[src/rtl/wtu_defs.svh]
// Purpose: constants of the watchdog timeout unit
// Assumes: pclk at 40 MHz, one APB slave
// Notes: offsets are byte addresses of aligned 32-bit words
`ifndef WTU_DEFS_SVH
`define WTU_DEFS_SVH

`define WTU_CTRL_OFS 12'h000
`define WTU_STAT_OFS 12'h004
`define WTU_IRQ_OFS 12'h008
`define WTU_MASK_OFS 12'h00C
`define WTU_COUNT_OFS 12'h010

// control: bit0 software enable, bits 5:1 prescale select
`define WTU_CTRL_SWEN_BIT 0
`define WTU_CTRL_PS_LSB 1
`define WTU_PS_W 5
// selection 11 gives 2^11 ms = 2 s; 0 gives 1 ms, 18 gives 256 s
`define WTU_PS_RESET 5'h0B
`define WTU_PS_MAX 5'h12

// status: bit0 timeout flag (low = timed out), bit1 power-down flag, bit2 watchdog reset indicator (low = event)
`define WTU_STAT_TO_BIT 0
`define WTU_STAT_PWDN_BIT 1
`define WTU_STAT_WDRI_BIT 2

// interrupt status/mask: bit0 timeout while awake, bit1 timeout in sleep
`define WTU_IRQ_W 2

`define WTU_CLK_HZ 40000000
`define WTU_UNIT_NS 1000000
`define WTU_CNT_W 19
`define WTU_RST_PULSE_CYC 4'h8

`endif

[src/rtl/wtu_pkg.sv]
// Purpose: types of the watchdog timeout unit
// Assumes: nothing beyond the defs header
// Notes: no constants live here
package wtu_pkg;

  typedef enum logic [1:0] {
    WTU_MODE_OFF,
    WTU_MODE_SW,
    WTU_MODE_AWAKE,
    WTU_MODE_ON
  } wtu_mode_t;

  typedef struct packed {
    logic clear_instr;
    logic osc_fail;
    logic startup_running;
    logic sleeping;
  } wtu_core_evt_t;

  typedef struct packed {
    logic timeout_flag;
    logic powerdown_flag;
    logic watchdog_reset_indicator;
  } wtu_status_t;

endpackage

[src/rtl/wtu_ms_tick.sv]
// Purpose: divides the low-frequency oscillator tick into 1 ms units
// Assumes: osc_tick is a one-pclk pulse per oscillator period
// Notes: clr restarts the partial unit so a fresh count is a whole unit
`timescale 1ns/1ps
module wtu_ms_tick #(
  parameter int TICKS_PER_MS = 31
) (
  input wire logic pclk,
  input wire logic presetn,
  input wire logic osc_tick,
  input wire logic clr,
  output logic ms_tick
);
  logic [5:0] div_reg;
  logic [5:0] div_next;
  logic ms_next;

  always_comb
  begin
    div_next = div_reg;
    ms_next = 1'b0;
    if (clr)
      div_next = 6'h00;
    else if (osc_tick)
    begin
      if (div_reg == 6'(TICKS_PER_MS - 1))
      begin
        div_next = 6'h00;
        ms_next = 1'b1;
      end
      else
        div_next = div_reg + 6'h01;
    end
  end

  always_ff @(posedge pclk or negedge presetn)
  begin
    if (!presetn)
    begin
      div_reg <= 6'h00;
      ms_tick <= 1'b0;
    end
    else
    begin
      div_reg <= div_next;
      ms_tick <= ms_next;
    end
  end
endmodule // wtu_ms_tick

[src/rtl/wtu_top.sv]
// Purpose: watchdog timeout unit with APB registers
// Assumes: core strobes are synchronous to pclk; osc_tick pulses at the ~31 kHz rate
// Notes: the APB slave answers with pready high in the access cycle, no wait states
//
// The APB slave port and the address map are this design's own decisions.
`timescale 1ns/1ps
`include "wtu_defs.svh"
module wtu_top #(
  parameter int TICKS_PER_MS = 31
) (
  input wire logic pclk,
  input wire logic presetn,
  input wire logic psel,
  input wire logic penable,
  input wire logic pwrite,
  input wire logic [11:0] paddr,
  input wire logic [31:0] pwdata,
  output logic [31:0] prdata,
  output logic pready,
  output logic pslverr,
  input wire logic [1:0] watchdog_mode_config,
  input wire logic osc_tick,
  input wire wtu_pkg::wtu_core_evt_t core_evt,
  output logic reset_req,
  output logic wake_req,
  output logic irq
);
  // ----------------------------------------
  // state
  // ----------------------------------------
  wtu_pkg::wtu_mode_t mode;
  logic swen_reg, swen_next;
  logic [`WTU_PS_W-1:0] ps_reg, ps_next;
  logic [`WTU_CNT_W-1:0] cnt_reg, cnt_next;
  wtu_pkg::wtu_status_t stat_reg, stat_next;
  logic [`WTU_IRQ_W-1:0] ists_reg, ists_next, imask_reg, imask_next;
  logic sleep_d_reg;
  logic active, clear_cnt, ms_tick, timeout;
  logic [3:0] rst_cnt_reg, rst_cnt_next;
  logic wake_next, irq_next;
  logic [31:0] rdata_next;
  logic wr_acc, rd_acc, mapped, err_next;
  logic [`WTU_CNT_W-1:0] limit;

  assign mode = wtu_pkg::wtu_mode_t'(watchdog_mode_config);

  // ----------------------------------------
  // enable decode
  // ----------------------------------------
  always_comb
  begin
    case (mode)
      wtu_pkg::WTU_MODE_ON: active = 1'b1;
      wtu_pkg::WTU_MODE_AWAKE: active = !core_evt.sleeping;
      wtu_pkg::WTU_MODE_SW: active = swen_reg;
      wtu_pkg::WTU_MODE_OFF: active = 1'b0;
      default: active = 1'b0;
    endcase
  end

  // sleep edges in both directions clear; start-up timer holds clear after wake
  assign clear_cnt = core_evt.clear_instr || (core_evt.sleeping != sleep_d_reg)
    || core_evt.osc_fail || !active || core_evt.startup_running;

  wtu_ms_tick #(.TICKS_PER_MS(TICKS_PER_MS)) u_tick (
    .pclk(pclk),
    .presetn(presetn),
    .osc_tick(osc_tick),
    .clr(clear_cnt),
    .ms_tick(ms_tick)
  );

  // selection s times out after 2^s ms; out-of-range selections saturate at 256 s
  assign limit = (ps_reg > `WTU_PS_MAX) ? (`WTU_CNT_W'(1) << `WTU_PS_MAX)
    : (`WTU_CNT_W'(1) << ps_reg);
  assign timeout = !clear_cnt && ms_tick && (cnt_reg == limit - `WTU_CNT_W'(1));

  // ----------------------------------------
  // counter and timeout
  // ----------------------------------------
  always_comb
  begin
    cnt_next = cnt_reg;
    stat_next = stat_reg;
    wake_next = 1'b0;
    rst_cnt_next = (rst_cnt_reg != 4'h0) ? rst_cnt_reg - 4'h1 : 4'h0;
    if (clear_cnt)
      cnt_next = '0;
    else if (timeout)
      cnt_next = '0;
    else if (ms_tick)
      cnt_next = cnt_reg + `WTU_CNT_W'(1);
    if (core_evt.sleeping && !sleep_d_reg)
      stat_next.powerdown_flag = 1'b0;
    if (core_evt.clear_instr)
    begin
      stat_next.timeout_flag = 1'b1;
      stat_next.powerdown_flag = 1'b1;
    end
    if (timeout)
    begin
      stat_next.timeout_flag = 1'b0;
      stat_next.powerdown_flag = !core_evt.sleeping;
      stat_next.watchdog_reset_indicator = 1'b0;
      if (core_evt.sleeping)
        wake_next = 1'b1;
      else
        rst_cnt_next = `WTU_RST_PULSE_CYC;
    end
  end

  // ----------------------------------------
  // apb slave
  // ----------------------------------------
  assign wr_acc = psel && penable && pwrite;
  assign rd_acc = psel && !penable && !pwrite;
  assign mapped = (paddr == `WTU_CTRL_OFS) || (paddr == `WTU_STAT_OFS) || (paddr == `WTU_IRQ_OFS)
    || (paddr == `WTU_MASK_OFS) || (paddr == `WTU_COUNT_OFS);

  always_comb
  begin
    swen_next = swen_reg;
    ps_next = ps_reg;
    imask_next = imask_reg;
    ists_next = ists_reg;
    rdata_next = prdata;
    err_next = 1'b0;
    if (wr_acc && paddr == `WTU_CTRL_OFS)
    begin
      swen_next = pwdata[`WTU_CTRL_SWEN_BIT];
      ps_next = pwdata[`WTU_CTRL_PS_LSB +: `WTU_PS_W];
    end
    if (wr_acc && paddr == `WTU_MASK_OFS)
      imask_next = pwdata[`WTU_IRQ_W-1:0];
    if (wr_acc && paddr == `WTU_IRQ_OFS)
      ists_next = ists_reg & ~pwdata[`WTU_IRQ_W-1:0];
    // set wins over a clear in the same cycle
    ists_next = ists_next | {timeout && core_evt.sleeping, timeout && !core_evt.sleeping};
    irq_next = |(ists_next & imask_next);
    if (psel && !penable)
      err_next = !mapped;
    if (rd_acc)
    begin
      case (paddr)
        `WTU_CTRL_OFS: rdata_next = {26'h0, ps_reg, swen_reg};
        `WTU_STAT_OFS: rdata_next = {29'h0, stat_reg.watchdog_reset_indicator,
          stat_reg.powerdown_flag, stat_reg.timeout_flag};
        `WTU_IRQ_OFS: rdata_next = {30'h0, ists_reg};
        `WTU_MASK_OFS: rdata_next = {30'h0, imask_reg};
        `WTU_COUNT_OFS: rdata_next = {13'h0, cnt_reg};
        default: rdata_next = 32'h0000_0000;
      endcase
    end
  end

  // ----------------------------------------
  // registers
  // ----------------------------------------
  always_ff @(posedge pclk or negedge presetn)
  begin
    if (!presetn)
    begin
      swen_reg <= 1'b0;
      ps_reg <= `WTU_PS_RESET;
      cnt_reg <= '0;
      stat_reg <= 3'b111;
      ists_reg <= '0;
      imask_reg <= '0;
      sleep_d_reg <= 1'b0;
      rst_cnt_reg <= 4'h0;
      reset_req <= 1'b0;
      wake_req <= 1'b0;
      irq <= 1'b0;
      prdata <= 32'h0000_0000;
      pready <= 1'b0;
      pslverr <= 1'b0;
    end
    else
    begin
      swen_reg <= swen_next;
      ps_reg <= ps_next;
      cnt_reg <= cnt_next;
      stat_reg <= stat_next;
      ists_reg <= ists_next;
      imask_reg <= imask_next;
      sleep_d_reg <= core_evt.sleeping;
      rst_cnt_reg <= rst_cnt_next;
      reset_req <= (rst_cnt_next != 4'h0);
      wake_req <= wake_next;
      irq <= irq_next;
      prdata <= rdata_next;
      pready <= psel && !penable;
      pslverr <= err_next;
    end
  end

  // ----------------------------------------
  // checks
  // ----------------------------------------
  property p_off_no_count;
    @(posedge pclk) disable iff (!presetn)
    (watchdog_mode_config == 2'b00) |=> (cnt_reg == '0);
  endproperty
  a_off_no_count: assert property (p_off_no_count) else $error("counter moved while disabled");

  property p_sleep_off;
    @(posedge pclk) disable iff (!presetn)
    (watchdog_mode_config == 2'b10 && core_evt.sleeping) |=> (cnt_reg == '0);
  endproperty
  a_sleep_off: assert property (p_sleep_off) else $error("counter moved in sleep under mode 10");

  property p_clear_instr;
    @(posedge pclk) disable iff (!presetn)
    core_evt.clear_instr |=> (cnt_reg == '0);
  endproperty
  a_clear_instr: assert property (p_clear_instr) else $error("clear instruction did not clear counter");

  property p_startup_hold;
    @(posedge pclk) disable iff (!presetn)
    core_evt.startup_running [*2] |=> (cnt_reg == '0) && !wake_req;
  endproperty
  a_startup_hold: assert property (p_startup_hold) else $error("counter ran during start-up timer");

  property p_sleep_edge;
    @(posedge pclk) disable iff (!presetn)
    $changed(core_evt.sleeping) |=> (cnt_reg == '0);
  endproperty
  a_sleep_edge: assert property (p_sleep_edge) else $error("sleep transition did not clear counter");

  property p_wake_not_reset;
    @(posedge pclk) disable iff (!presetn)
    (timeout && core_evt.sleeping) |=> wake_req && !reset_req;
  endproperty
  a_wake_not_reset: assert property (p_wake_not_reset) else $error("sleep timeout did not wake");

  property p_awake_reset;
    @(posedge pclk) disable iff (!presetn)
    (timeout && !core_evt.sleeping) |=> reset_req [*8];
  endproperty
  a_awake_reset: assert property (p_awake_reset) else $error("awake timeout did not reset");

  property p_flags;
    @(posedge pclk) disable iff (!presetn)
    timeout |=> !stat_reg.timeout_flag && !stat_reg.watchdog_reset_indicator;
  endproperty
  a_flags: assert property (p_flags) else $error("timeout flags not recorded");

  property p_default_sel;
    @(posedge pclk) $rose(presetn) |-> (ps_reg == 5'h0B);
  endproperty
  a_default_sel: assert property (p_default_sel) else $error("reset selection is not 2 s");

  property p_always_on;
    @(posedge pclk) disable iff (!presetn)
    (watchdog_mode_config == 2'b11 && ms_tick && !clear_cnt && !timeout) |=> (cnt_reg == $past(cnt_reg) + 1'b1);
  endproperty
  a_always_on: assert property (p_always_on) else $error("counter stalled in mode 11");

  c_sleep_wake: cover property (@(posedge pclk) disable iff (!presetn) wake_req);
  c_awake_reset: cover property (@(posedge pclk) disable iff (!presetn) $rose(reset_req));
  c_irq: cover property (@(posedge pclk) disable iff (!presetn) $rose(irq));
endmodule // wtu_top

[config.mk]
export PLATFORM = sky130hd
export DESIGN_NAME = wtu_top
export DESIGN_NICKNAME = d
export VERILOG_FILES = /design/src/rtl/wtu_pkg.sv /design/src/rtl/wtu_ms_tick.sv /design/src/rtl/wtu_top.sv
export VERILOG_INCLUDE_DIRS = /design/src /design/src/rtl
export SDC_FILE = /design/constraint.sdc
export NUM_CORES = 1
export LEC_CHECK = 0
export ABC_CLOCK_PERIOD_IN_PS = 4050
export BUFFER_PORTS_ARGS = -buffer_cell sky130_fd_sc_hd__buf_2
export CAP_MARGIN = 30
export CORE_MARGIN = 8
export CORE_UTILIZATION = 50
export DETAILED_ROUTE_END_ITERATION = 10
export PLACE_DENSITY_LB_ADDON = 0.2
export SYNTH_ARGS = -nofsm -noshare
export SYNTH_HDL_FRONTEND = slang
export SYNTH_SLANG_ARGS = --single-unit
export TNS_END_PERCENT = 10
[constraint.sdc]
create_clock -name pclk -period 4.05 [get_ports pclk]
set_input_delay 0.81 -clock pclk [delete_from_list [all_inputs] [get_ports pclk]]
set_output_delay 0.81 -clock pclk [all_outputs]
set_load 0.05 [all_outputs]
==> flow_metrics.env <==
export IMPL_outcome="complete, no violations"
export IMPL_layout_nets=570
export IMPL_seq_area_frac_synth_pct=40.55
export IMPL_dr_pass1_iters=5
export IMPL_power_total_uw=1389
export IMPL_fp_coreArea_um2=8217
export IMPL_syn_inst=471
export IMPL_max_stage_delay_ns=0.83
export IMPL_hold_class="reg2reg"
export IMPL_clk_latency_ns=0.35
export IMPL_layout_common_cells="dfrtp_1 (62), buf_2 (53), nand2_1 (52)"
export IMPL_timing_final_hold_violations=0
export IMPL_ant_nets=0
export IMPL_layout_commonest_cell="dfrtp_1"
export IMPL_rr_worst_depth=10
export IMPL_whs_ns=0.4781
export IMPL_initial_core_util_pct=51.30
export IMPL_fmax_ghz=0.2720
export IMPL_drive_gt1_share_pct=19.84
export IMPL_tightest_slew_ns=0.8971
export IMPL_die_x_um=107.8
export IMPL_ios=93
export IMPL_fin_crit_ns=3.676
export IMPL_async_flop_share_pct=100.0
export IMPL_drc=0
export IMPL_min_path_cells=2
export IMPL_post_cts_buffers=0
export IMPL_avgSynthCellArea_um2=8.950
export IMPL_clockRootBuffer="clkbuf_8"
export IMPL_die_h_um=107.8
export IMPL_synth_edf_count=0
export IMPL_grt_max_degree=40
export IMPL_first_iter_violations=295
export IMPL_grt_usage_pct=18.73
export IMPL_synthFlopType="dfrtp_1"
export IMPL_p_per_area_nw_per_um2=294.0
export IMPL_synthToLayoutAreaGrowth_pct=12.11
export IMPL_report_final_slew_viol_count=0
export IMPL_ys_warn_count=0
export IMPL_crit_fanout=17
export IMPL_worstPathCellList="nor3_1 -> nand2_1 -> ha_1 -> or3b_1 -> a21oi_1 -> o21ai_0 -> a221o_1 -> or4b_1 -> o211ai_2 -> a31oi_1"
export IMPL_maxSlewHeadroom_pct=40.19
export IMPL_postCtsHoldBufs=0
export IMPL_htree_levels=3
export IMPL_clkTransAtPathRegs_ns=0.07
export IMPL_cts_sinks=68
export IMPL_routedWlPerCell_um=16.99
export IMPL_start_kind="flop"
export IMPL_ys_ff_latch=68
export IMPL_io_buffers=53
export IMPL_cts_resized_gates=0
export IMPL_routabilityCongestion=0.8563
export IMPL_cts_buffers=9
export IMPL_wl_um=10520
export IMPL_grt_overflow_total=0
export IMPL_cp_arrival_ns=3.89
export IMPL_drv_cap=0
export IMPL_cts_buffer_depth=2
export IMPL_worstSetupPathType="reg2reg"
export IMPL_fp_row_count=33
export IMPL_setup_tns_ns=0
export IMPL_rsz0062_at_grt="false"
export IMPL_min_period_over_period_pct=90.76
export IMPL_grt_pass1_vias=3484
export IMPL_p_leak_uw=0.002195
export IMPL_die_area_um2=11630
export IMPL_via_per_inst=5.935
export IMPL_grt_pass1_wl_um=17390
export IMPL_fillerInstances=769
export IMPL_num_antenna_cells=0
export IMPL_vias=3674
export IMPL_slowest_stage="or4b_1"
export IMPL_dp_hpwl_um=7631
export IMPL_ys_types=68
export IMPL_cts_tree="built"
export IMPL_setup_viol=0
export IMPL_finClkSkew_ns=0.01674
export IMPL_antenna_found_initial=0
export IMPL_cp_required_ns=4.27
export IMPL_vdd_drop_max_mv=0.1587
export IMPL_synth_area_um2=4215
export IMPL_crit_path_end_kind="flop"
-- cell families (layout without fill, tap and decap cells) --
family | count (synthesis) | in the layout | synth area share, %
DFF | 68 | 68 | 40.55
AOI/OAI and AO/OA | 123 | 123 | 20.36
buffers and inverters | 61 | 92 | 6.827
adders and majority gates | 5 | 5 | 1.484
and+or+nand+nor | 183 | 183 | 23.60
muxes | 20 | 20 | 5.016
xor gates and xnor gates | 10 | 10 | 2.078
other | 1 | 13 | 0.08896
-- where the power goes --
group | leakage [uW] | switching [uW] | internal, uW
Sequential | 0.000925 | 0.965 | 682
Combinational | 0.00116 | 65.4 | 21.9
Clock | 0.000106 | 271 | 348
-- synth_stat cells (6+ instances only) --
master	instances	area [um2]
a211oi_1	7	52.55
a21oi_1	30	150.1
a22o_1	21	183.9
buf_4	13	97.59
clkbuf_1	30	112.6
dfrtp_1	62	1551
dfstp_2	6	157.7
inv_1	10	37.54
mux2i_1	11	110.1
nand2_1	52	195.2
nand3_1	15	75.07
nand4_1	7	43.79
nor2_1	29	108.9
nor2b_1	9	56.30
nor3_1	13	65.06
nor3b_1	6	45.04
nor4_1	6	37.54
o21ai_0	10	50.05
o21ai_1	7	35.03
o31ai_1	7	52.55
or3_1	8	50.05
or4_1	6	45.04
xor2_1	6	52.55
-- routing by layer --
layer	track usage, %	share of wire (%)	up-vias
li1	-	-	1776
met1	24.71	44	1751
met2	29.30	47	130
met3	3.593	6.9	17
met4	7.929	2.0	0
met5	0	0	-
-- worst max-delay path, delay by kind of cell, from the launching register on --
| kind | cells | cell delay (ns) |
|---|---|---|
| compound gates | 5 | 1.00 |
| fa+ha+maj | 1 | 0.39 |
| flops | 1 | 0.46 |
| simple gates | 4 | 1.70 |
-- per-stage QoR --
step	setup WS (ns)	utilization [%]	area, um2	std cells
4_1_cts	0.3840	57.33	4711	618
5_1_grt	0.1726	57.51	4726	619
6_report	0.3741	57.51	4726	619
3_3_place_gp	0.4854	54.68	4493	602
3_5_place_dp	0.4082	54.68	4493	602
2_1_floorplan	0.6629	-	4260	483
-- final timing paths --
kind	to	slack, ns	from
worst min-delay path	prdata[5]	0.48	prdata[5]
worst min register to register	prdata[5]	0.48	prdata[5]
worst max-delay path	cnt_reg[4]	0.37	ps_reg[0]
worst max register to register	cnt_reg[4]	0.37	ps_reg[0]
max in group asynchronous	prdata[15]	2.69	presetn
min in group asynchronous	prdata[4]	0.58	presetn
-- final cells by class --
| class | count | area (um2) | share of cell area [%] |
|---|---|---|---|
| clock inverters | 6 | 90.09 | 1.906 |
| clock buffers | 10 | 127.6 | 2.701 |
| multi-input cells | 354 | 2263 | 47.90 |
| inverters | 11 | 41.29 | 0.8737 |
| well taps | 105 | 131.4 | 2.780 |
| repair buffers | 65 | 362.8 | 7.678 |
| flip-flops and latches | 68 | 1709 | 36.17 |
Power figures use the tool's default switching activity.
